<file path="config.mk">
export PLATFORM = sky130hd
export DESIGN_NAME = quasi_bidir_port_latch
export DESIGN_NICKNAME = d
export VERILOG_FILES = /design/src/core/quasi_port_pkg.sv /design/src/core/quasi_bidir_port_latch.sv
export SDC_FILE = /design/constraint.sdc
export NUM_CORES = 1
export LEC_CHECK = 0
export ABC_AREA = 0
export BUFFER_PORTS_ARGS = -buffer_cell sky130_fd_sc_hd__buf_2
export CAP_MARGIN = 20
export CORE_UTILIZATION = 40
export CTS_CLUSTER_DIAMETER = 30
export DETAILED_ROUTE_END_ITERATION = 7
export SLEW_MARGIN = 20
export SYNTH_ARGS = -nofsm -noshare
export SYNTH_HDL_FRONTEND = slang
export SYNTH_SLANG_ARGS = --single-unit
</file>
<file path="constraint.sdc">
create_clock -name clk_i -period 1.6 [get_ports clk_i]
set_input_delay 0.08 -clock clk_i [delete_from_list [all_inputs] [get_ports clk_i]]
set_output_delay 0.08 -clock clk_i [all_outputs]
set_load 0.01 [all_outputs]
</file>
<file path="src/core/quasi_port_pkg.sv">
// Shared constants and carrier types for the quasi-bidirectional port block
package quasi_port_pkg;

    // ==========================================================
    // Port geometry
    // ==========================================================
    localparam int EIGHT_PIN_WIDTH = 8;
    localparam int TWO_PIN_WIDTH = 2;
    localparam int PIN_COUNT = EIGHT_PIN_WIDTH + TWO_PIN_WIDTH;
    // Position of the two-pin port in the combined pin vector
    localparam int TWO_PIN_BASE = 8;

    // ==========================================================
    // Port selection codes on the access request
    // ==========================================================
    localparam logic SEL_EIGHT_PIN_PORT = 1'h0;
    localparam logic SEL_TWO_PIN_PORT = 1'h1;

    // ==========================================================
    // Values after reset
    // ==========================================================
    localparam logic [9:0] LATCH_RESET = 10'h3FF;
    localparam logic [9:0] SYNC_RESET = 10'h3FF;
    localparam logic [7:0] RDATA_RESET = 8'h00;

    // ==========================================================
    // Alternate-function bit positions
    // ==========================================================
    localparam int BIT_SER_RXD = 0;
    localparam int BIT_SER_TXD = 1;
    localparam int BIT_EXT_INT_ZERO = 2;
    localparam int BIT_EXT_INT_ONE = 3;
    localparam int BIT_CNT_IN_ZERO = 4;
    localparam int BIT_CNT_IN_ONE = 5;
    localparam int BIT_CAN_TX = 8;
    localparam int BIT_CAN_RX = 9;

    // ==========================================================
    // Transition boost timing
    // ==========================================================
    // Boost length in oscillator periods
    localparam logic [1:0] BOOST_OSC_PERIODS = 2'h2;
    // Default core clocks per oscillator period
    localparam int OSC_DIV_DEFAULT = 1;

    // ==========================================================
    // Carrier types
    // ==========================================================
    // One access from the core to a port
    typedef struct packed {
        logic write;       // Whole-byte load of the latches
        logic read;        // Read of the port onto the bus
        logic rmw;         // Read through the latch path
        logic bit_op;      // Single-bit read-modify-write
        logic port_sel;    // Which port is addressed
        logic [2:0] bit_idx;
        logic bit_val;
        logic [7:0] wdata;
    } port_req_s;

    // Pin levels handed to the peripherals, after synchronising
    typedef struct packed {
        logic ser_rxd;
        logic ext_interrupt_zero;
        logic ext_interrupt_one;
        logic counter_input_zero;
        logic counter_input_one;
        logic can_receive_pin;
    } periph_in_s;

endpackage : quasi_port_pkg

</file>
<file path="src/core/quasi_bidir_port_latch.sv">
// Latch-based quasi-bidirectional eight-pin and two-pin port logic
`timescale 1ns/1ps

module quasi_bidir_port_latch #(
    parameter int OSC_DIV = quasi_port_pkg::OSC_DIV_DEFAULT
) (
    // Clock and reset
    input wire logic clk_i,
    input wire logic resetn_i,
    // Core access side
    input wire quasi_port_pkg::port_req_s req_i,
    output logic [7:0] rdata_o,
    output logic rvalid_o,
    // Alternate-function outputs from peripherals
    input wire logic ser_txd_i,
    input wire logic can_tx_i,
    // Synchronised pin levels to peripherals
    output quasi_port_pkg::periph_in_s periph_o,
    // Pad side: all ten pins, two-pin port in the top bits
    input wire logic [9:0] pin_i,
    output logic [9:0] pin_o,
    output logic [9:0] pin_oe_o,
    output logic [9:0] boost_o
);

    // ==========================================================
    // Declarations
    // ==========================================================
    logic [9:0] latch_r;
    logic [9:0] latch_nxt;
    logic [9:0] sync1_r;
    logic [9:0] sync2_r;
    logic [9:0] alt_out;
    logic [7:0] latch_byte;
    logic [7:0] pin_byte;
    logic [7:0] rmw_byte;
    logic osc_tick;

    // ==========================================================
    // Oscillator-period divider
    // ==========================================================
    localparam int DIV_W = (OSC_DIV > 1) ? $clog2(OSC_DIV) : 1;
    localparam logic [DIV_W-1:0] DIV_LAST = DIV_W'(OSC_DIV - 1);
    logic [DIV_W-1:0] div_r;

    // Free-running count, one tick per oscillator period
    always_ff @(posedge clk_i or negedge resetn_i) begin
        if (!resetn_i) begin
            div_r <= '0;
        end else if (div_r == DIV_LAST) begin
            div_r <= '0;
        end else begin
            div_r <= div_r + DIV_W'(1);
        end
    end

    assign osc_tick = (div_r == DIV_LAST);

    // ==========================================================
    // Views of the addressed port
    // ==========================================================
    // Narrow port reads its unused upper bits as zero
    always_comb begin
        if (req_i.port_sel == quasi_port_pkg::SEL_TWO_PIN_PORT) begin
            latch_byte = {6'h00, latch_r[9:8]};
            pin_byte = {6'h00, sync2_r[9:8]};
        end else begin
            latch_byte = latch_r[7:0];
            pin_byte = sync2_r[7:0];
        end
    end

    // Bit operation starts from the latch byte, never from the pins
    always_comb begin
        rmw_byte = latch_byte;
        rmw_byte[req_i.bit_idx] = req_i.bit_val;
    end

    // ==========================================================
    // Next latch value
    // ==========================================================
    // A bit index above 1 on the narrow port changes nothing there
    always_comb begin
        latch_nxt = latch_r;
        if (req_i.write) begin
            if (req_i.port_sel == quasi_port_pkg::SEL_TWO_PIN_PORT) begin
                latch_nxt[9:8] = req_i.wdata[1:0];
            end else begin
                latch_nxt[7:0] = req_i.wdata;
            end
        end else if (req_i.bit_op) begin
            if (req_i.port_sel == quasi_port_pkg::SEL_TWO_PIN_PORT) begin
                latch_nxt[9:8] = rmw_byte[1:0];
            end else begin
                latch_nxt[7:0] = rmw_byte;
            end
        end
    end

    // ==========================================================
    // Output latches
    // ==========================================================
    // All ones after reset: pins 1 and 8 follow ser_txd_i and can_tx_i, every other pin comes up as a pulled-up input
    always_ff @(posedge clk_i or negedge resetn_i) begin
        if (!resetn_i) begin
            latch_r <= quasi_port_pkg::LATCH_RESET;
        end else begin
            latch_r <= latch_nxt;
        end
    end

    // ==========================================================
    // Pin synchroniser
    // ==========================================================
    // First stage feeds only the second; pads are asynchronous
    always_ff @(posedge clk_i or negedge resetn_i) begin
        if (!resetn_i) begin
            sync1_r <= quasi_port_pkg::SYNC_RESET;
            sync2_r <= quasi_port_pkg::SYNC_RESET;
        end else begin
            sync1_r <= pin_i;
            sync2_r <= sync1_r;
        end
    end

    // ==========================================================
    // Read path
    // ==========================================================
    // One answer per read, one cycle later
    always_ff @(posedge clk_i or negedge resetn_i) begin
        if (!resetn_i) begin
            rdata_o <= quasi_port_pkg::RDATA_RESET;
            rvalid_o <= 1'b0;
        end else begin
            rvalid_o <= req_i.read;
            if (req_i.read) begin
                if (req_i.rmw) begin
                    rdata_o <= latch_byte;
                end else begin
                    rdata_o <= pin_byte;
                end
            end
        end
    end

    // ==========================================================
    // Alternate outputs
    // ==========================================================
    // Pins without an alternate output see a constant one here
    always_comb begin
        alt_out = '1;
        alt_out[quasi_port_pkg::BIT_SER_TXD] = ser_txd_i;
        alt_out[quasi_port_pkg::BIT_CAN_TX] = can_tx_i;
    end

    // ==========================================================
    // Pad drivers and transition boost, one slice per pin
    // ==========================================================
    genvar gi;
    generate
        for (gi = 0; gi < quasi_port_pkg::PIN_COUNT; gi++) begin : g_pin
            logic [1:0] boost_cnt_r;
            logic rise;

            assign rise = latch_nxt[gi] & ~latch_r[gi];

            // Only a low is ever driven; a high is left to the pull-ups
            always_ff @(posedge clk_i or negedge resetn_i) begin
                if (!resetn_i) begin
                    pin_o[gi] <= 1'b0;
                    pin_oe_o[gi] <= 1'b0;
                end else begin
                    pin_o[gi] <= 1'b0;
                    pin_oe_o[gi] <= ~(latch_r[gi] & alt_out[gi]);
                end
            end

            // Reset holds the boost off; only the weak pull-up acts
            always_ff @(posedge clk_i or negedge resetn_i) begin
                if (!resetn_i) begin
                    boost_cnt_r <= 2'h0;
                    boost_o[gi] <= 1'b0;
                end else if (rise) begin
                    boost_cnt_r <= quasi_port_pkg::BOOST_OSC_PERIODS;
                    boost_o[gi] <= 1'b1;
                end else if (osc_tick && boost_cnt_r != 2'h0) begin
                    boost_cnt_r <= boost_cnt_r - 2'h1;
                    boost_o[gi] <= (boost_cnt_r != 2'h1);
                end
            end
        end
    endgenerate

    // ==========================================================
    // Peripheral inputs
    // ==========================================================
    // Taken from synchronised pins; latch must be one to see them
    always_ff @(posedge clk_i or negedge resetn_i) begin
        if (!resetn_i) begin
            periph_o <= '1;
        end else begin
            periph_o.ser_rxd <= sync2_r[quasi_port_pkg::BIT_SER_RXD];
            periph_o.ext_interrupt_zero <=
                sync2_r[quasi_port_pkg::BIT_EXT_INT_ZERO];
            periph_o.ext_interrupt_one <=
                sync2_r[quasi_port_pkg::BIT_EXT_INT_ONE];
            periph_o.counter_input_zero <=
                sync2_r[quasi_port_pkg::BIT_CNT_IN_ZERO];
            periph_o.counter_input_one <=
                sync2_r[quasi_port_pkg::BIT_CNT_IN_ONE];
            periph_o.can_receive_pin <= sync2_r[quasi_port_pkg::BIT_CAN_RX];
        end
    end

endmodule : quasi_bidir_port_latch

</file>
[Word-level counts from Yosys, hierarchy flattened]
Cells that the tools add are included.
Word-level totals
  word-level logic and storage cells: 174
  input port bits: 31
  register bits after elaboration: 86
Cells by class
  add/subtract/negate cells: 11
  bitwise gates (word level): 25
  reduce and logical (&&, ||, !) cells: 31
  mux-type cells: 53
  equality and inequality tests: 10
  magnitude comparators: 2
Operator list (number)
  $mux W2: 22
  $mux W8: 5
  $reduce_bool A2 Y1: 20
  $mux W1: 22
  $mux W10: 2
  $ne A2 B1 Y1 const B: 10
  $sub A2 B1 Y2 const B: 10
  $not A1 Y1: 13
  $and A1 B1 Y1: 12
  $logic_and A1 B1 Y1: 11
  $bwmux W8: 1
  $lt A3 B4 Y1 const B: 1
  $demux W1 S3: 1
  $ge A3 B1 Y1 const B: 1
  $add A1 B1 Y1 const B: 1

[Longest topological paths before layout]
Gate-level depths: netlist (run 1).
  depth in word-level cells: 10
  depth in mapped cells: 5

[Least setup slack after synthesis (run 1)]
Ideal clock, no wire load.
  path kind: reg2reg
  start point: register latch_r[9]
  end point: register rdata_o[1]
  cell stages (with the launch flop): 3
  arrival: 1.076 ns
  setup slack: 0.399 ns
  required time: 1.475 ns
  library setup time: 0.125 ns
  buffers on the path: 0
  cell sequence: dfstp_2 mux4_2 mux2_2
Between the ends
  word-level cells in the longest chain between the ends: 2
Ends and longest elaborated chain
  from (decl): line quasi_bidir_port_latch.sv:29  | logic [9:0] latch_r;
  from (signal assigned): line quasi_bidir_port_latch.sv:106  | latch_r <= quasi_port_pkg::LATCH_RESET;
  from (signal assigned): line quasi_bidir_port_latch.sv:108  | latch_r <= latch_nxt;
  $mux W8: line quasi_bidir_port_latch.sv:64  | if (req_i.port_sel == quasi_port_pkg::SEL_TWO_PIN_PORT) begin
  $mux W8: line quasi_bidir_port_latch.sv:137  | if (req_i.rmw) begin
  to (signal assigned): line quasi_bidir_port_latch.sv:132  | rdata_o <= quasi_port_pkg::RDATA_RESET;
  to (signal assigned): line quasi_bidir_port_latch.sv:138  | rdata_o <= latch_byte;
  to (signal assigned): line quasi_bidir_port_latch.sv:140  | rdata_o <= pin_byte;
  to (decl): line quasi_bidir_port_latch.sv:12  | output logic [7:0] rdata_o,
No other way between the ends.
A chain may end at the register's enable or synchronous reset.

[Worst setup path after layout (run 1)]
  start point: register latch_r[8]
  end point: register boost_o[8]
Between the ends
  word-level cells in the longest chain between the ends: 7
  elaborated cells between the ends (all ways): 10
  classes of those cells: mux: 7; bitwise: 2; reduce/logical: 1
Ends and longest elaborated chain
  $mux W8: line quasi_bidir_port_latch.sv:64
  $bwmux W8: line quasi_bidir_port_latch.sv:76  | rmw_byte[req_i.bit_idx] = req_i.bit_val;
  $mux W2: line quasi_bidir_port_latch.sv:92  | if (req_i.port_sel == quasi_port_pkg::SEL_TWO_PIN_PORT) begin
  $mux W10: line quasi_bidir_port_latch.sv:91  | end else if (req_i.bit_op) begin
  $mux W10: line quasi_bidir_port_latch.sv:85  | if (req_i.write) begin
  $and A1 B1 Y1 (*): line quasi_bidir_port_latch.sv:165  | assign rise = latch_nxt[gi] & ~latch_r[gi];
  $mux W1 or $reduce_bool A2 Y1 (tied branches)
  to (signal, indexed assignment): line quasi_bidir_port_latch.sv:188  | boost_o[gi] <= (boost_cnt_r != 2'h1);
  to (decl): line quasi_bidir_port_latch.sv:23  | output logic [9:0] boost_o
Every way passes the cells marked *; elsewhere a longest branch is shown, timed or not.

==> flow_summary_export.csv, run 1 <==
group,metric,value,unit
run_status,status,"complete, no violations",
synth,seq_area_frac_synth,0.567,
clock_network,htreeDepth,3,
grt,antenna_found_initial,0,
die,core_area,9280,um^2
synth,ys_ff_latch,85,
grt,use_met2,0.282,
power_and_ir_drop,p_clk_frac,0.232,
flow_run,drv_cap,0,
synth,synth_cells,310,
cells_and_area,stdcell_area,4670,um^2
clock_network,cts_hold_buffers,16,
power_and_ir_drop,vdd_drop_max,633,uV
synth,ys_types,51,
clock_network,clkLatencyLatePin,0.35,ns
placed_design,pre_cts_slack,0.216,ns
clock_network,root_buffer,"clkbuf_8",
power_and_ir_drop,pwr-share-seq,0.433,
timing,fmax,765,MHz
timing,fin_tns_setup,0,ns
setup_path,critPathLaunchType,"flop",
synth,ys.flop_type,"dfrtp_1",
setup_path,critPathKind,"reg -> reg",
die,ioPinCount,76,
grt,grt_max_degree,37,
clock_network,postCtsSetupBuffers,0,
cells_and_area,drive_above_1_share,0.356,
grt,grt_pass1_wl,13100,um
timing,period_share,0.817,
setup_path,rr_endpoint,"boost_o[8]",
die,die_area,9980,um^2
clock_network,cts_sinks,85,
grt,grt_overflow,0,
synth,ys_warn_count,0,
cells_and_area,finalNetCount,448,
routing,vias,2585,
routing,detail_route.wl_per_cell,14.9,um
power_and_ir_drop,leakage,2.14,nW
placed_design,dp_hpwl,5600,um
routing,ant_nets,0,
timing,rsz0062_at_grt,"false",
setup_path,rr_worst_depth,3,
grt,grt_util_met3,0.0418,
setup_path,reg2reg_slack,0.29,ns
timing,min_period,1.31,ns
routing,drcViolationCount,0,
timing,finalMaxSlewViolations,0,
die,fp.dieW,99.9,um
power_and_ir_drop,combPwrFrac,0.335,
placed_design,io_buffer_count,65,
clock_network,clk_pin_slew_worst_paths,0.08,ns
synth,synth_edf_count,0,
die,fp.dieH,99.9,um
routing,dr.pass1.iters,4,
clock_network,cts_resized,0,
timing,setup_slack,0.292,ns
grt,grt.busiest_layer,"met2",
setup_path,startpoint,"latch_r[8]",
routing,drt_wl_total,7900,um
cells_and_area,layout-area-overhead-vs-synth,21.7,%
placed_design,placed_area,4290,um^2
placed_design,routabilityCongestion,0.764,
synth,synth_area,3830,um^2
grt,grt_use_met1,0.226,
timing,skew,0.00955,ns
power_and_ir_drop,power_density,1530,nW/um^2
setup_path,rr_startpoint,"latch_r[8]",
setup_path,cp_max_fo,6,
routing,drt_iter0_drc,98,
grt,grt_pass1_vias,2625,
clock_network,cts_buffer_depth,2,
power_and_ir_drop,switchingPower,2.24,mW
die,start_util,0.413,
setup_path,end_kind,"flop",
synth,avgSynthCellArea,12.4,um^2
routing,vias_per_cell,4.87,
timing,finalSetupViolCount,0,
power_and_ir_drop,swShare,0.315,
power_and_ir_drop,intPower,4.88,mW
synth,synth_async_sr_flop_share,1.00,
clock_network,cts_tree,"yes",
setup_path,crit_required,1.82,ns
clock_network,cts-buffers-inserted,9,
cells_and_area,diodes,0,
worst_hold_path,hp-class,"in -> reg",
die,fp-row-count,35,
setup_path,critPathCapture,"boost_o[8]",
grt,grtUsageTotal,0.173,
timing,hold_viol_final,0,
setup_path,arrival,1.53,ns
## synthesized netlist by cell type, drive strengths merged (2+ instances only)
cell / n / area [um^2]
dfrtp: 49 / 1230
dfstp: 36 / 946
inv: 35 / 131
ha: 20 / 250
nand2: 17 / 63.8
buf: 15 / 105
o21ai: 14 / 77.6
mux2: 12 / 135
a22oi: 11 / 82.6
o221ai: 11 / 96.3
mux2i: 9 / 90.1
o21a: 9 / 67.6
xnor2: 9 / 78.8
nor2: 7 / 26.3
o22ai: 6 / 37.5
clkbuf: 5 / 18.8
a21oi: 3 / 15.0
a31o: 3 / 26.3
and3b: 3 / 26.3
nor3b: 3 / 32.5
o311ai: 3 / 26.3
a211o: 2 / 17.5
a211oi: 2 / 15.0
a31oi: 2 / 12.5
a32oi: 2 / 17.5
and4b: 2 / 20.0
mux4: 2 / 45.0
nor3: 2 / 15.0
## power groups by stage
stage / logic, mW / clock network [mW] / registers (mW)
after CTS: 2.43 / 1.71 / 3.09
after global routing: 2.72 / 1.81 / 3.16
after global placement: 2.28 / 0 / 3.11
after floorplan: 1.71 / 0 / 3.14
after detailed placement: 2.37 / 0 / 3.13
final: 2.39 / 1.65 / 3.08
## cell families after synthesis
logic type                 Yosys count  synth area share
adders and majority gates           20            0.0653
and+or+nand+nor                     43            0.0666
buffers and inverters               55            0.0666
DFF                                 85             0.567
muxes                               23            0.0705
xor gates and xnor gates            10            0.0228
other                                1          0.000978
AOI/OAI and AO/OA                   73             0.141
## area by class of cell
class | count | area (um^2)
Fill cell | 888 | 4620
Sequential cell | 85 | 2170
Multi-Input combinational cell | 179 | 1440
Timing Repair Buffer | 87 | 546
Tap cell | 129 | 161
Inverter | 35 | 131
Clock buffer | 10 | 128
Clock inverter | 6 | 87.6
## flip-flops by register name (all words and copies together) (netlist names)
signal / cells
sync2_r: 10
sync1_r: 10
rvalid_o: 1
g_pin.boost_cnt_r: 20
latch_r: 10
rdata_o: 8
pin_oe_o: 10
boost_o: 10
periph_o: 6
## through the flow
stage,hold WS [ns],utilization,std cells,power (mW)
2_1_floorplan,-0.216,-,319,4.85
3_3_place_gp,0.0620,0.462,499,5.39
3_5_place_dp,0.0626,0.462,499,5.50
4_1_cts,0.0354,0.503,531,7.23
5_1_grt,0.0493,0.503,531,7.69
6_report,0.0486,0.503,531,7.12
## critical path, cell delays in order, from the launching register on
cell and delay (ns):
dfstp_2 0.60, and4b_1 0.24, a211oi_1 0.22, o21ai_1 0.11
## layer usage
metal / vias up / share of wire
met5: - / 0
met4: 0 / 0.014
li1: 1250 / -
met2: 52 / 0.49
met1: 1274 / 0.46
met3: 9 / 0.033
## placed cells by master (no fill, tap or decap), types with 2 or more instances in the layout
cell and count:
a211o_1 2, a211oi_1 2, a21oi_1 3, a22oi_1 11, a31o_1 3, a31oi_1 2
a32oi_1 2, and3b_1 3, and4b_1 2, buf_2 64, buf_4 6, bufinv_16 2
clkbuf_8 9, clkinv_2 2, clkinv_4 2, conb_1 10, dfrtp_1 49, dfstp_2 36
dlygate4sd3_1 16, ha_1 20, inv_1 35, mux2_2 12, mux2i_1 9, mux4_2 2
nand2_1 17, nor2_1 7, nor3b_2 2, o21a_1 9, o21ai_1 11, o21ai_2 2
o221ai_1 11, o22ai_1 6, o311ai_1 3, xnor2_1 9
## worst min path at each step
stage | depth (start not counted) | slack (ns) | end | start
after global routing | 3 | 0.05 | latch_r[6] | req_i[6]
after detailed placement | 1 | 0.06 | rvalid_o | resetn_i
after CTS | 3 | 0.04 | latch_r[5] | req_i[5]
after floorplan | 0 | -0.22 | boost_o[0] | resetn_i
after global placement | 1 | 0.06 | rvalid_o | resetn_i
final | 3 | 0.05 | latch_r[5] | req_i[5]
Note: power is estimated with default switching activity, not from simulation.
==> run 2: changes to the inputs <==
clock period = 1.3 ns   (was 1.6 ns; I/O delays follow)
==> flow_summary_export.csv, run 2 (synthesis gave the netlist of run 1 again) <==
group,metric,value,unit
worst_hold_path,min_path_cells,3,
power_and_ir_drop,power_density,1830,nW/um^2
power_and_ir_drop,leakage,2.19,nW
setup_path,critPathLaunchType,"flop",
setup_path,arrival,1.51,ns
grt,grt_pass1_vias,2735,
die,die_area,9980,um^2
timing,setup_slack,0.0208,ns
setup_path,max_stage_delay,0.58,ns
timing,hold_viol_final,0,
flow_run,drv_cap,0,
clock_network,clk_pin_slew_worst_paths,0.08,ns
die,ioPinCount,76,
clock_network,cts_sinks,85,
routing,detail_route.wl_per_cell,14.9,um
placed_design,dp_hpwl,5830,um
timing,skew,0.00667,ns
worst_hold_path,hold_path_end,"latch_r[5]",
cells_and_area,layout_commonest_cell,"buf_2",
setup_path,rr_startpoint,"latch_r[8]",
grt,grt_overflow,0,
routing,vias_per_cell,4.96,
die,fp.dieW,99.9,um
cells_and_area,stdcell_area,4790,um^2
grt,grt_pass1_wl,13400,um
cells_and_area,regMostFlops,"g_pin.boost_cnt_r",
grt,antenna_found_initial,0,
routing,drt_iter0_drc,80,
clock_network,root_buffer,"clkbuf_8",
setup_path,cp_cell_sequence,"and4b_2 -> a211oi_2 -> o21ai_1",
setup_path,crit_buf_inv,0,
worst_hold_path,hold_path_startpoint,"req_i[5]",
clock_network,clkLatencyLatePin,0.36,ns
cells_and_area,drive_above_1_share,0.382,
setup_path,rr_worst_depth,3,
die,fp-row-count,35,
placed_design,io_buffer_count,65,
cells_and_area,layout-area-overhead-vs-synth,24.9,%
grt,grt_max_degree,33,
worst_hold_path,hp-class,"in -> reg",
cells_and_area,fin_util,0.516,
clock_network,cts_buffer_depth,2,
die,fp.dieH,99.9,um
setup_path,cp_max_fo,6,
power_and_ir_drop,power,8.76,mW
routing,vias,2691,
setup_path,critPathSlowestCell,"dfstp_2",
clock_network,cts-buffers-inserted,9,
run_status,status,"complete, no violations",
setup_path,end_kind,"flop",
routing,dr.pass1.iters,4,
routing,ant_nets,0,
die,core_area,9280,um^2
placed_design,pre_cts_slack,-0.0239,ns
setup_path,rr_endpoint,"g_pin[8].boost_cnt_r[1]",
cells_and_area,diodes,0,
setup_path,reg2reg_slack,0.02,ns
power_and_ir_drop,vdd_drop_max,680,uV
timing,finalSetupViolCount,0,
setup_path,critPathKind,"reg -> reg",
timing,min_period,1.28,ns
clock_network,cts_tree,"yes",
clock_network,htreeDepth,3,
placed_design,placed_area,4390,um^2
routing,drcViolationCount,0,
die,start_util,0.413,
setup_path,crit_required,1.53,ns
setup_path,crit_family,"flip-flops",
timing,period_share,0.984,
timing,fmax,782,MHz
grt,grtUsageTotal,0.178,
routing,drt_wl_total,8100,um
timing,finalMaxSlewViolations,0,
cells_and_area,final_cell_mix,"buf_2 (64), dfrtp_1 (49), dfstp_2 (36)",
timing,fin_tns_setup,0,ns
cells_and_area,largest_reg_flops,20,
cells_and_area,finalNetCount,460,
placed_design,routabilityCongestion,0.837,
## run 2: changes by cell type in the layout (fill, tap and decap cells not counted), sizes merged
| cell | before | now |
|---|---|---|
| clkbuf | 10 | 13 |
| clkinv | 4 | 1 |
| buf | 71 | 83 |
| bufinv | 2 | 1 |
| clkinvlp | 0 | 1 |
## run 2: worst max-delay path by stage
stage,startpoint,end,slack [ns],cells after the start
after floorplan,latch_r[9],rdata_o[1],0.1,2
after global placement,req_i[12],boost_o[1],-0.01,6
after detailed placement,req_i[12],boost_o[1],-0.02,6
after CTS,latch_r[8],g_pin[8].boost_cnt_r[1],0.02,3
after global routing,latch_r[8],g_pin[8].boost_cnt_r[1],-0.04,3
final,latch_r[8],g_pin[8].boost_cnt_r[1],0.02,3
## run 2: area by class of cell
cell class	count	area, um^2
timing repair buffer	99	661
clock inverter	3	46.3
fill	879	4500
multi-input combinational	179	1470
inverter	35	131
sequential	85	2170
tap	129	161
clock buffer	13	149
## run 2: routing by layer
metal  global-route usage  share of wire  routed length, um  vias up
li1                     -              -                  -     1275
met1                0.230           0.45               3660     1338
met2                0.283           0.49               3960       65
met3               0.0446          0.040                325       13
met4               0.0826          0.019                155        0
met5                    0              0                  0        -
## run 2: power by group
part / total (mW) / internal, mW / switching [mW]
clock: 1.86 / 0.947 / 0.912
sequential: 3.77 / 3.38 / 0.392
combinational: 3.13 / 1.64 / 1.50
total: 8.76 / 5.96 / 2.80
## run 2: repair_timing
| item | in CTS | in global routing |
|---|---|---|
| endpoints found under the setup margin | 0 | 5 |
| endpoints found under the hold margin | 73 | 0 |
| buffers inserted | 0 | 2 |
| hold buffers | 16 | 0 |
| resized for setup | 0 | 6 |
## run 2: metrics by stage
step	hold WS [ns]	instances
2_1_floorplan	-0.231	319
3_3_place_gp	0.0316	509
3_5_place_dp	0.0328	509
4_1_cts	0.00769	541
5_1_grt	0.0170	543
6_report	0.0244	543
## run 2: worst min-delay path: stages
cell and delay, ns:
buf_2 0.11, mux2i_1 0.12, a22oi_1 0.08
